`src/pcs_pkg.sv`:
```
// Package of constants for the program counter, stack and pointer unit
package pcs_pkg;
	localparam int PC_W   = 15;
	localparam int SP_W   = 5;
	localparam int DEPTH  = 16;
	localparam int ADDR_W = 12;
	// Register indices, byte address over four (printed offsets not multiples of four)
	localparam logic [11:0] IDX_FLAGS_SAV = 12'hFE4;
	localparam logic [11:0] IDX_ACC_SAV   = 12'hFE5;
	localparam logic [11:0] IDX_BSR_SAV   = 12'hFE6;
	localparam logic [11:0] IDX_PCH_SAV   = 12'hFE7;
	localparam logic [11:0] IDX_P0L_SAV   = 12'hFE8;
	localparam logic [11:0] IDX_P0H_SAV   = 12'hFE9;
	localparam logic [11:0] IDX_P1L_SAV   = 12'hFEA;
	localparam logic [11:0] IDX_P1H_SAV   = 12'hFEB;
	localparam logic [11:0] IDX_STK_IDX   = 12'hFED;
	localparam logic [11:0] IDX_TOS_LO    = 12'hFEE;
	localparam logic [11:0] IDX_TOS_HI    = 12'hFEF;
	// Own registers: control, counter, flags and pointers
	localparam logic [11:0] IDX_CTRL      = 12'hF00;
	localparam logic [11:0] IDX_PCL       = 12'hF01;
	localparam logic [11:0] IDX_PC_HIGH_LATCH    = 12'hF02;
	localparam logic [11:0] IDX_CAUSE     = 12'hF03;
	localparam logic [11:0] IDX_PTR0_LO   = 12'hF04;
	localparam logic [11:0] IDX_PTR0_HI   = 12'hF05;
	localparam logic [11:0] IDX_PTR1_LO   = 12'hF06;
	localparam logic [11:0] IDX_PTR1_HI   = 12'hF07;
	localparam logic [11:0] IDX_PCNOW_HI  = 12'hF08;
	// Field positions and reset values
	localparam int CTRL_STACK_ERROR_RESET_ENABLE_BIT = 0;
	localparam int CAUSE_OVF_BIT   = 7;
	localparam int CAUSE_UNF_BIT   = 6;
	localparam logic [4:0] SP_RESET = 5'h1F;
	localparam logic [4:0] SP_TOP   = 5'h0F;
	localparam logic [4:0] SP_OVER  = 5'h10;
	// Pointer address map
	localparam logic [15:0] TRAD_END  = 16'h0FFF;
	localparam logic [15:0] LIN_BASE  = 16'h2000;
	localparam logic [15:0] LIN_END   = 16'h29AF;
	localparam logic [15:0] PROG_BASE = 16'h8000;
	localparam logic [15:0] WIN0_ADDR = 16'h0000;
	localparam logic [15:0] WIN1_ADDR = 16'h0001;
	localparam logic [7:0]  LIN_BLOCK = 8'h50;
	localparam logic [7:0]  BANK_GPR  = 8'h20;
	localparam logic [6:0]  BANK_SIZE = 7'h00;
	// Region codes
	typedef enum logic [1:0] {
		PCS_RGN_TRAD = 2'h0,
		PCS_RGN_LIN  = 2'h1,
		PCS_RGN_PROG = 2'h3,
		PCS_RGN_RSVD = 2'h2
	} pcs_region_t;
endpackage

```
`src/pcs_core.sv`:
```
// Program counter, return stack and indirect pointer decode unit
`timescale 1ns/1ps

// Overview of operation
// - Program counter is fifteen bits; low byte software accessible, upper bits not.
// - Every reset clears the whole program counter.
// - Writing the low byte loads the upper bits from the high latch.
// - Absolute call: low byte and bits 10..8 from operand, rest latch.
// - Computed call: low byte from accumulator, upper bits from latch.
// - Accumulator branch: counter becomes incremented counter plus unsigned accumulator.
// - Operand branch: counter becomes incremented counter plus signed operand.
// - Sixteen fifteen-bit stack entries, outside program and data spaces.
// - Push on calls and interrupt; pop on the three returns.
// - Pushes and pops never change the high latch.
// - Without error reset the stack wraps around circularly.
// - Overflow and underflow flags set whether or not reset enabled.
// - Software moves the pointer and reads or writes the selected entry.
// - Stack pointer is five bits wide.
// - Push increments then stores; pop reloads then decrements.
// - With error reset enabled, overflow or underflow resets and flags.
// - Window accesses go to the address in the pointer pair.
// - Pointer naming a window reads zero and drops the write.
// - Pointer pair is a sixteen-bit address over three regions.
// - Up to 0FFF traditional, 1000 to 1FFF reserved, linear from 2000.
// - Addresses from 8000 map onto program memory from zero.
// - Linear region ends at 29AF, mapping onto 80-byte bank blocks.
// - Program reads return low byte, reject writes, add a cycle.
module pcs_core
	import pcs_pkg::*;
(
	input  wire logic        pclk,
	input  wire logic        presetn,
	input  wire logic [31:0] paddr,
	input  wire logic        psel,
	input  wire logic        penable,
	input  wire logic        pwrite,
	input  wire logic [31:0] pwdata,
	output logic      [31:0] prdata,
	output logic             pready,
	output logic             pslverr,
	input  wire logic        seq_advance,
	input  wire logic        seq_pcl_write,
	input  wire logic [7:0]  seq_pcl_data,
	input  wire logic        seq_call,
	input  wire logic [10:0] seq_call_operand,
	input  wire logic        seq_call_via_accum,
	input  wire logic        seq_jump_rel_accum,
	input  wire logic        seq_jump_rel_signed,
	input  wire logic [8:0]  seq_branch_operand,
	input  wire logic        seq_vector,
	input  wire logic [14:0] seq_vector_addr,
	input  wire logic        seq_return,
	input  wire logic [7:0]  seq_accum,
	input  wire logic        win_sel,
	output logic      [14:0] pc,
	output logic             stack_reset_req,
	output logic      [1:0]  win_region,
	output logic      [15:0] win_target,
	output logic             win_self,
	output logic             win_write_ok,
	output logic             win_extra_cycle
);

	logic [14:0] pc_q;
	logic [6:0]  pc_high_latch_q;
	logic [4:0]  sp_q;
	logic [14:0] stack_mem [DEPTH];
	logic        stack_error_reset_enable_q;
	logic        ovf_q;
	logic        unf_q;
	logic [7:0]  sav_q [8];
	logic [7:0]  ptr_q [4];
	logic        rst_req_q;

	logic        wr_en;
	logic        rd_en;
	logic [11:0] reg_idx;
	logic        addr_ok;
	logic [14:0] pc_inc;
	logic        push;
	logic        pop;
	logic        sw_pcl_wr;
	logic        hit_sav;
	logic [3:0]  sp_slot;

	// APB: zero-wait slave, index is byte address over four
	assign reg_idx = paddr[13:2];
	assign wr_en   = psel & penable & pwrite;
	assign rd_en   = psel & penable & ~pwrite;
	assign pready  = 1'b1;
	assign hit_sav = (reg_idx >= IDX_FLAGS_SAV) && (reg_idx <= IDX_P1H_SAV);
	assign addr_ok = hit_sav || (reg_idx >= IDX_STK_IDX
		&& reg_idx <= IDX_TOS_HI) || (reg_idx <= IDX_PCNOW_HI
		&& reg_idx >= IDX_CTRL);
	assign pslverr = psel & penable & ~addr_ok;

	assign pc_inc    = pc_q + 15'h0001;
	assign push      = seq_call | seq_call_via_accum | seq_vector;
	assign pop       = seq_return;
	assign sw_pcl_wr = wr_en && reg_idx == IDX_PCL;
	assign sp_slot   = sp_q[3:0];
	assign pc        = pc_q;

	// Program counter load; sequencer events other than advance beat software writes
	always_ff @(posedge pclk or negedge presetn) begin
		if (!presetn) begin
			pc_q <= 15'h0000;
		end else if (rst_req_q) begin
			pc_q <= 15'h0000;
		end else if (seq_vector) begin
			pc_q <= seq_vector_addr;
		end else if (seq_call) begin
			pc_q <= {pc_high_latch_q[6:3], seq_call_operand};
		end else if (seq_call_via_accum) begin
			pc_q <= {pc_high_latch_q, seq_accum};
		end else if (seq_jump_rel_accum) begin
			pc_q <= pc_inc + {7'h00, seq_accum};
		end else if (seq_jump_rel_signed) begin
			pc_q <= pc_inc + {{6{seq_branch_operand[8]}},
				seq_branch_operand};
		end else if (pop) begin
			pc_q <= stack_mem[sp_slot];
		end else if (seq_pcl_write) begin
			pc_q <= {pc_high_latch_q, seq_pcl_data};
		end else if (sw_pcl_wr) begin
			pc_q <= {pc_high_latch_q, pwdata[7:0]};
		end else if (seq_advance) begin
			pc_q <= pc_inc;
		end
	end

	// High latch: software only, stack traffic leaves it alone
	always_ff @(posedge pclk or negedge presetn) begin
		if (!presetn) begin
			pc_high_latch_q <= 7'h00;
		end else if (wr_en && reg_idx == IDX_PC_HIGH_LATCH) begin
			pc_high_latch_q <= pwdata[6:0];
		end
	end

	// Stack pointer: five bits, wraps modulo sixteen slots
	always_ff @(posedge pclk or negedge presetn) begin
		if (!presetn) begin
			sp_q <= SP_RESET;
		end else if (rst_req_q) begin
			sp_q <= SP_RESET;
		end else if (push) begin
			if (sp_q == SP_TOP)
				sp_q <= stack_error_reset_enable_q ? SP_OVER : 5'h00;
			else
				sp_q <= sp_q + 5'h01;
		end else if (pop) begin
			sp_q <= sp_q - 5'h01;
		end else if (wr_en && reg_idx == IDX_STK_IDX) begin
			sp_q <= pwdata[4:0];
		end
	end

	// Stack array: push writes the slot after increment
	always_ff @(posedge pclk) begin
		if (push) begin
			stack_mem[sp_slot + 4'h1] <= (seq_vector ? pc_q : pc_inc);
		end else if (wr_en && reg_idx == IDX_TOS_LO) begin
			stack_mem[sp_slot][7:0] <= pwdata[7:0];
		end else if (wr_en && reg_idx == IDX_TOS_HI) begin
			stack_mem[sp_slot][14:8] <= pwdata[6:0];
		end
	end

	// Error flags; hardware set beats software clear
	always_ff @(posedge pclk or negedge presetn) begin
		if (!presetn) begin
			ovf_q <= 1'b0;
			unf_q <= 1'b0;
		end else begin
			if (push && sp_q == SP_TOP)
				ovf_q <= 1'b1;
			else if (wr_en && reg_idx == IDX_CAUSE)
				ovf_q <= pwdata[CAUSE_OVF_BIT];
			if (pop && sp_q == 5'h00)
				unf_q <= 1'b1;
			else if (wr_en && reg_idx == IDX_CAUSE)
				unf_q <= pwdata[CAUSE_UNF_BIT];
		end
	end

	// Reset request one cycle after the fault when enabled
	always_ff @(posedge pclk or negedge presetn) begin
		if (!presetn)
			rst_req_q <= 1'b0;
		else
			rst_req_q <= stack_error_reset_enable_q && ((push && sp_q == SP_TOP)
				|| (pop && sp_q == 5'h00));
	end
	assign stack_reset_req = rst_req_q;

	// Control register
	always_ff @(posedge pclk or negedge presetn) begin
		if (!presetn)
			stack_error_reset_enable_q <= 1'b0;
		else if (wr_en && reg_idx == IDX_CTRL)
			stack_error_reset_enable_q <= pwdata[CTRL_STACK_ERROR_RESET_ENABLE_BIT];
	end

	// Saved copies and pointer pairs, one byte each
	genvar gi;
	generate
		for (gi = 0; gi < 8; gi++) begin : g_sav
			always_ff @(posedge pclk or negedge presetn) begin
				if (!presetn)
					sav_q[gi] <= 8'h00;
				else if (wr_en && reg_idx == IDX_FLAGS_SAV + 12'(gi))
					sav_q[gi] <= pwdata[7:0];
			end
		end
		for (gi = 0; gi < 4; gi++) begin : g_ptr
			always_ff @(posedge pclk or negedge presetn) begin
				if (!presetn)
					ptr_q[gi] <= 8'h00;
				else if (wr_en && reg_idx == IDX_PTR0_LO + 12'(gi))
					ptr_q[gi] <= pwdata[7:0];
			end
		end
	endgenerate

	// Read mux; unimplemented bits read zero
	always_comb begin
		prdata = 32'h0000_0000;
		if (rd_en) begin
			unique case (reg_idx)
				IDX_FLAGS_SAV: prdata[2:0] = sav_q[0][2:0];
				IDX_ACC_SAV:   prdata[7:0] = sav_q[1];
				IDX_BSR_SAV:   prdata[4:0] = sav_q[2][4:0];
				IDX_PCH_SAV:   prdata[6:0] = sav_q[3][6:0];
				IDX_P0L_SAV:   prdata[7:0] = sav_q[4];
				IDX_P0H_SAV:   prdata[7:0] = sav_q[5];
				IDX_P1L_SAV:   prdata[7:0] = sav_q[6];
				IDX_P1H_SAV:   prdata[7:0] = sav_q[7];
				IDX_STK_IDX:   prdata[4:0] = sp_q;
				IDX_TOS_LO:    prdata[7:0] = stack_mem[sp_slot][7:0];
				IDX_TOS_HI:    prdata[6:0] = stack_mem[sp_slot][14:8];
				IDX_CTRL:      prdata[0]   = stack_error_reset_enable_q;
				IDX_PCL:       prdata[7:0] = pc_q[7:0];
				IDX_PC_HIGH_LATCH:    prdata[6:0] = pc_high_latch_q;
				IDX_CAUSE: begin
					prdata[CAUSE_OVF_BIT] = ovf_q;
					prdata[CAUSE_UNF_BIT] = unf_q;
				end
				IDX_PTR0_LO:   prdata[7:0] = ptr_q[0];
				IDX_PTR0_HI:   prdata[7:0] = ptr_q[1];
				IDX_PTR1_LO:   prdata[7:0] = ptr_q[2];
				IDX_PTR1_HI:   prdata[7:0] = ptr_q[3];
				default:       prdata = 32'h0000_0000;
			endcase
		end
	end

	// Indirect decode for the selected pointer pair
	logic [15:0] fsr;
	logic [15:0] lin_off;
	logic [7:0]  lin_bank;
	logic [6:0]  lin_pos;
	assign fsr = win_sel ? {ptr_q[3], ptr_q[2]} : {ptr_q[1], ptr_q[0]};
	assign lin_off  = fsr - LIN_BASE;
	assign lin_bank = 8'(lin_off / {8'h00, LIN_BLOCK});
	assign lin_pos  = 7'(lin_off % {8'h00, LIN_BLOCK});

	always_comb begin
		win_region = PCS_RGN_RSVD;
		win_target = 16'h0000;
		if (fsr >= PROG_BASE) begin
			win_region = PCS_RGN_PROG;
			win_target = {1'b0, fsr[14:0]};
		end else if (fsr <= TRAD_END) begin
			win_region = PCS_RGN_TRAD;
			win_target = fsr;
		end else if (fsr >= LIN_BASE && fsr <= LIN_END) begin
			win_region = PCS_RGN_LIN;
			win_target = {1'b0, lin_bank, BANK_SIZE}
				+ {8'h00, BANK_GPR} + {9'h000, lin_pos};
		end
	end

	// Self reference reads zero; program region read only
	assign win_self = (fsr == WIN0_ADDR) || (fsr == WIN1_ADDR);
	assign win_write_ok = ~win_self && (win_region == PCS_RGN_TRAD
		|| win_region == PCS_RGN_LIN);
	assign win_extra_cycle = (win_region == PCS_RGN_PROG);

endmodule // pcs_core

```
`config.mk`:
```
export PLATFORM = sky130hd
export DESIGN_NAME = pcs_core
export DESIGN_NICKNAME = d
export VERILOG_FILES = /design/src/pcs_pkg.sv /design/src/pcs_core.sv
export SDC_FILE = /design/constraint.sdc
export NUM_CORES = 1
export LEC_CHECK = 0
export BUFFER_PORTS_ARGS = -buffer_cell sky130_fd_sc_hd__buf_2
export CAP_MARGIN = 0
export CORE_UTILIZATION = 53
export CTS_CLUSTER_DIAMETER = 150
export DETAILED_ROUTE_END_ITERATION = 8
export GPL_TIMING_DRIVEN = 0
export HOLD_SLACK_MARGIN = 0.03
export PLACE_DENSITY = 0.88
export RECOVER_POWER = 50
export REMOVE_ABC_BUFFERS = 1
export SLEW_MARGIN = 20
export SYNTH_ARGS = -nofsm -noshare
export SYNTH_HDL_FRONTEND = slang
export SYNTH_SLANG_ARGS = --single-unit
```
`constraint.sdc`:
```
create_clock -name pclk -period 9.17 [get_ports pclk]
set_clock_uncertainty 0.2 [all_clocks]
set_input_delay 0.917 -clock pclk [delete_from_list [all_inputs] [get_ports pclk]]
set_output_delay 0.917 -clock pclk [all_outputs]
set_load 0.02 [all_outputs]
```
* Word-level counts from Yosys, hierarchy flattened
Memory sizes are Yosys's and may differ from the RTL's. Cells that the tools add are included. W data, S select, Z words.
Storage, ports and cells: logic and storage cells 160, bits in latches 0, ROM bits 0, memories 1, RAM bits 240, output and inout bits 71, register bits after elaboration 118
Memories:
- stack_mem | words 16, width 15, read ports 1, clocked after memory_dff 0, wr ports 1, line pcs_core.sv:67 | logic [14:0] stack_mem [DEPTH];
Operators by class: add/subtract/negate cells 9, $lt $le $gt $ge 10, equal/unequal tests 23, divide/modulo/power cells 2, $mul 0, muxes and demuxes 47, shift-type cells 0, bitwise gates (word level) 9, reductions and logical operators 40
Operators with widths (number):
- $eq A12 B12 Y1 const B | 19
- $mux W15 | 12
- $mux W16 | 4
- $ge A12 B12 Y1 const B | 3
- $le A12 B12 Y1 const B | 3
- $pmux W2 S17 | 1
- $pmux W2 S16 | 1
- $mux W5 | 6
- $logic_and A1 B1 Y1 | 27
- $pmux W1 S18 | 1
- $add A15 B6 Y16 const B | 1
- $add A16 B7 Y16 | 1
- $div A16 B7 Y16 const B | 1
- $eq A16 B1 Y1 const B | 1
- $ge A16 B14 Y1 const B | 1
- $ge A16 B16 Y1 const B | 1
- $le A16 B12 Y1 const B | 1
- $le A16 B14 Y1 const B | 1
- $logic_not A16 Y1 | 1
- $mod A16 B7 Y16 const B | 1
- $sub A16 B14 Y16 const B | 1
- $add A15 B1 Y15 const B | 1
- $add A15 B15 Y15 | 1
- $add A15 B8 Y15 | 1
- 23 further kinds | 49

* Logic depth before layout (Yosys ltp)
word-level depth 12, depth in mapped cells 34, depth with buffers taken out 27

* Least setup slack after synthesis
OpenSTA, ideal clock, no wires.
path kind input-to-output, from input port win_sel, to output port win_target[11], arrival 7813 ps, path slack 240 ps, cell stages on the path 29, buffers on the path 5, path through buf_6 buf_2 buf_2 buf_1 mux2i_1 ha_1 xnor2_2 nand2_1 mux2_2 nor2_2 nor3_1 o31a_1 or2_2 a221oi_4 a31oi_1 or2_1 a31oi_4 nor4b_4 o2111ai_1 a221oi_2 mux2i_1 nand3_1 buf_2 a221oi_1 nor2_1 ha_1 nor4b_1 and3_1 o32ai_2
Between the ends: cells in the longest elaborated chain, start to end 8, elaborated cells between the ends (all ways) 14
Ends and longest elaborated chain:
- start, declared | line pcs_core.sv:54 | input wire logic win_sel,
- $mux W16 * | line pcs_core.sv:263 | assign fsr = win_sel ? {ptr_q[3], ptr_q[2]} : {ptr_q[1], ptr_q[0]};
- $sub A16 B14 Y16 | line pcs_core.sv:264 | assign lin_off = fsr - LIN_BASE;
- $div A16 B7 Y16 | line pcs_core.sv:265 | assign lin_bank = 8'(lin_off / {8'h00, LIN_BLOCK});
- $add A15 B6 Y16 | line pcs_core.sv:280 | + {8'h00, BANK_GPR} + {9'h000, lin_pos};
- $add A16 B7 Y16 | line pcs_core.sv:280
- $mux W16 | line pcs_core.sv:277 | end else if (fsr >= LIN_BASE && fsr <= LIN_END) begin
- $mux W16 | line pcs_core.sv:274 | end else if (fsr <= TRAD_END) begin
- $mux W16 * | line pcs_core.sv:271 | if (fsr >= PROG_BASE) begin
- end, declared | line pcs_core.sv:58 | output logic [15:0] win_target,
Mark *: on every way between the ends. The rest lies on a longest branch, timed or not.

* Worst setup path after layout
Same ends and word-level chain as after synthesis.

==> summary.txt <==
Floorplan
  • Die height: 199 um
  • Core Region: 37,800 um^2
  • Initial core utilization: 54.1%
  • Horiz. Die Dim: 199 um
  • Number of cell rows: 71
  • Die area: 39,400 um^2
  • # IOs: 200

Synth
  • Yosys top cell by area: edfxtp_1
  • Cell count after synthesis: 1,747
  • Area fraction of the dominant cell type after synthesis: 35.2%
  • Syn avg cell area: 11.7 um^2
  • Post-Syn Area: 20,500 um^2
  • Seq/Total Area, Yosys: 49.7%
  • Synth area leaders: edfxtp_1 (35%), dfrtp_1 (14%), mux4_2 (8.8%)
  • Post-synth EDFFs: 240
  • Synth cell types: 103
  • Yosys warnings: 0
  • Synth Flop Type: edfxtp_1
  • Yosys reg bits: 358
  • FFs w/ async S/R, synth: 33.0%

Critical path
  • Worst setup SP type: input port
  • WP data arrival: 7.84 ns
  • Worst Setup End Kind: output pin
  • Critical setup path kind: in -> out
  • Worst EP required: 8.05 ns
  • Worst-path fanout max: 33

Timing
  • Final setup viols: 0
  • Max Freq: 112 MHz
  • Final hold violation count: 0
  • Min cycle time layout: 8.96 ns
  • Worst Slack Setup Final: 0.213 ns
  • Worst-Margin Slew: 4.21 ns
  • Worst slew margin: -181%
  • Period utilisation layout: 97.7%
  • Pins over their slew limit: 153

Status
  • Failing checks: capacitance limit, slew limit
  • Status: complete, but fails checks

Clock tree
  • Clk buf depth: 3
  • Reg clk slew, reported paths: 0.06 ns
  • CTS buffer count: 34
  • Clock root buffer: clkbuf_16
  • H-tree Lvls: 2
  • Clk_lat worst skew: 0.52 ns
  • CTS tree: yes
  • Total clock sinks: 358

Detailed routing
  • Routed wire length: 59,600 um
  • 1st-iter DRT viols: 1,735
  • DRC violations left: 0
  • Wirelength per Cell: 25.3 um
  • DR pass1 iterations: 6
  • Vias: 15,700
  • DRT antenna net count: 0
  • Vias per cell: 6.66

Pwr
  • Power, Total: 5.24 mW
  • PwrDens: 231 nW/um^2
  • VDD IR max: 0.000160 V
  • Pleak: 8.68 nW

Placed design
  • I/O Buffers: 129
  • RD Place Congestion: 0.961
  • Inst Count DP: 2,279
  • Post-DP Area: 21,300 um^2
  • Pre-CTS WS: -1.79 ns
  • Post-DP HPWL: 40,500 um

Global routing
  • GRT Total Usage: 30.2%
  • Number of global-route vias before repair: 15,200
  • Largest net degree at the start of global routing: 79
  • Initial antenna violation count: 1
  • First-pass GRT wire length: 90,500 um
  • Grt total ovfl: 0

Worst hold path
  • Worst min path class: reg -> reg

Cells and area
  • Ant. Diodes: 0
  • Fraction of layout cells with a size suffix above 1: 25.0%
  • Post-layout instance count excluding filler cells: 2,355
  • Syn-to-layout area delta: 10.8%
  • Final net count: 1,983
  • Layout fillers: 2,849
  • Post-route cell area: 22,700 um^2

Job
  • Max_cap viols: 3
==> placed cells by master (no fill, tap or decap), types with 30 or more instances in the layout <==
master and instances:
inv_1 38, clkbuf_16 34, mux4_2 80, mux2_2 114
nand2_1 114, buf_2 110, o21ai_0 68, dfrtp_1 113
edfxtp_1 240, a211oi_1 30, a21oi_1 106, nor2_1 176
nor3_1 40, xnor2_1 48, mux2i_1 40
==> critical path: stages <==
cell and delay, ns:
buf_12 0.21, mux2i_4 0.32, ha_1 0.35, nand2b_1 0.24, nor3_2 0.06, nor4b_4 0.16, or4_4 0.59, a31oi_1 0.18
a21boi_1 0.18, o22a_2 0.25, or3b_1 0.41, a211oi_4 0.35, nand3_1 0.21, maj3_1 0.39, a31oi_1 0.18, o211a_1 0.21
o211ai_1 0.12, a221oi_2 0.40, nor2b_4 0.32, buf_4 0.15, nor2_1 0.04, a221oi_1 0.28, nor2_1 0.07, ha_1 0.30
nor4b_2 0.20, and3_1 0.19, o32ai_2 0.35, buf_4 0.21
==> worst paths after layout <==
| path | startpoint | slack (ns) | depth (start not counted) | end |
|---|---|---|---|---|
| hold / removal | sav_q[17] | 0.30 | 1 | sav_q[17] |
| min in group asynchronous | presetn | 0.86 | 1 | ptr_q[12] |
| hold reg to reg | sav_q[17] | 0.30 | 1 | sav_q[17] |
| setup reg to reg | pc[0] | 3.83 | 22 | pc[14] |
| setup / recovery | win_sel | 0.21 | 28 | win_target[11] |
| max in group asynchronous | presetn | 2.98 | 2 | pc[11] |
==> what timing repair did <==
action / in CTS / in global routing
setup buffers: 7 / 10
endpoints found under the setup margin: 8 / 4
pin swaps: 4 / 7
hold buffers: 0 / 0
cloned: 0 / 0
resized for setup: 14 / 21
==> final cells by class <==
type	instances	area (um^2)	share of cell area, %
multi-input cells	1237	9830	43.3
repair buffers	151	843	3.72
inverters	41	154	0.679
clock inverters	12	131	0.579
flip-flops and latches	358	10200	44.8
clock buffers	45	912	4.02
well taps	511	639	2.82
==> power by group <==
group	internal, mW	switching (mW)	total (mW)
Sequential	2.06	0.219	2.28
Clock	0.761	0.599	1.36
Combinational	0.644	0.960	1.60
==> state kept, by name (all words and copies together) (netlist names) <==
| signal | count |
|---|---|
| ovf_q | 1 |
| pc | 15 |
| pc_high_latch_q | 7 |
| ptr_q | 32 |
| sav_q | 55 |
| sp_q | 5 |
| stack_error_reset_enable_q | 1 |
| stack_mem | 240 |
| stack_reset_req | 1 |
| unf_q | 1 |
==> per-stage QoR <==
step,hold WS (ns),setup TNS (ns),utilization (%)
finish,0.303,0,59.9
global route,0.316,-0.0252,59.9
CTS,0.122,0,59.4
floorplan,0.261,0,-
detailed placement,0.290,-8.98,56.3
global placement,0.282,-11.55,56.0
==> metal layers <==
layer | vias up | global-route usage [%] | part of all wire, %
met2 | 1028 | 50.7 | 49
li1 | 6745 | - | -
met5 | - | 0 | 0
met3 | 196 | 4.73 | 8.8
met1 | 7718 | 38.9 | 37
met4 | 0 | 13.6 | 4.8
==> cell usage after synthesis, types with 6 or more instances <==
| library cell | n |
|---|---|
| a211o_1 | 6 |
| a211oi_1 | 31 |
| a21o_1 | 6 |
| a21oi_1 | 124 |
| a221oi_1 | 8 |
| a22oi_1 | 28 |
| a31oi_1 | 20 |
| and2_1 | 9 |
| and3_1 | 12 |
| buf_1 | 17 |
| buf_2 | 7 |
| buf_4 | 27 |
| clkbuf_1 | 81 |
| dfrtp_1 | 113 |
| edfxtp_1 | 240 |
| ha_1 | 29 |
| inv_1 | 38 |
| mux2_2 | 114 |
| mux2i_1 | 45 |
| mux4_2 | 80 |
| nand2_1 | 115 |
| nand2b_1 | 10 |
| nand3_1 | 26 |
| nand4_1 | 6 |
| nor2_1 | 176 |
| nor2b_1 | 15 |
| nor3_1 | 43 |
| nor3b_1 | 6 |
| nor4_1 | 7 |
| o211ai_1 | 7 |
| o21ai_0 | 69 |
| o22ai_1 | 14 |
| o31ai_1 | 9 |
| or2_2 | 10 |
| or3_1 | 10 |
| xnor2_1 | 48 |
| xor2_1 | 14 |
==> logic make-up after synthesis <==
group / count (synthesis) / share of synthesized area [%]
buffers and inverters: 176 / 3.88
multiplexers: 242 / 17.5
AO/OA/AOI/OAI: 397 / 12.9
adder cells (fa/ha/maj): 35 / 2.17
AND/OR/NAND/NOR: 472 / 10.9
XOR/XNOR: 65 / 2.92
flip-flops: 358 / 49.7
other: 2 / 0.0367
No activity file was read; power rests on OpenSTA's default activity.
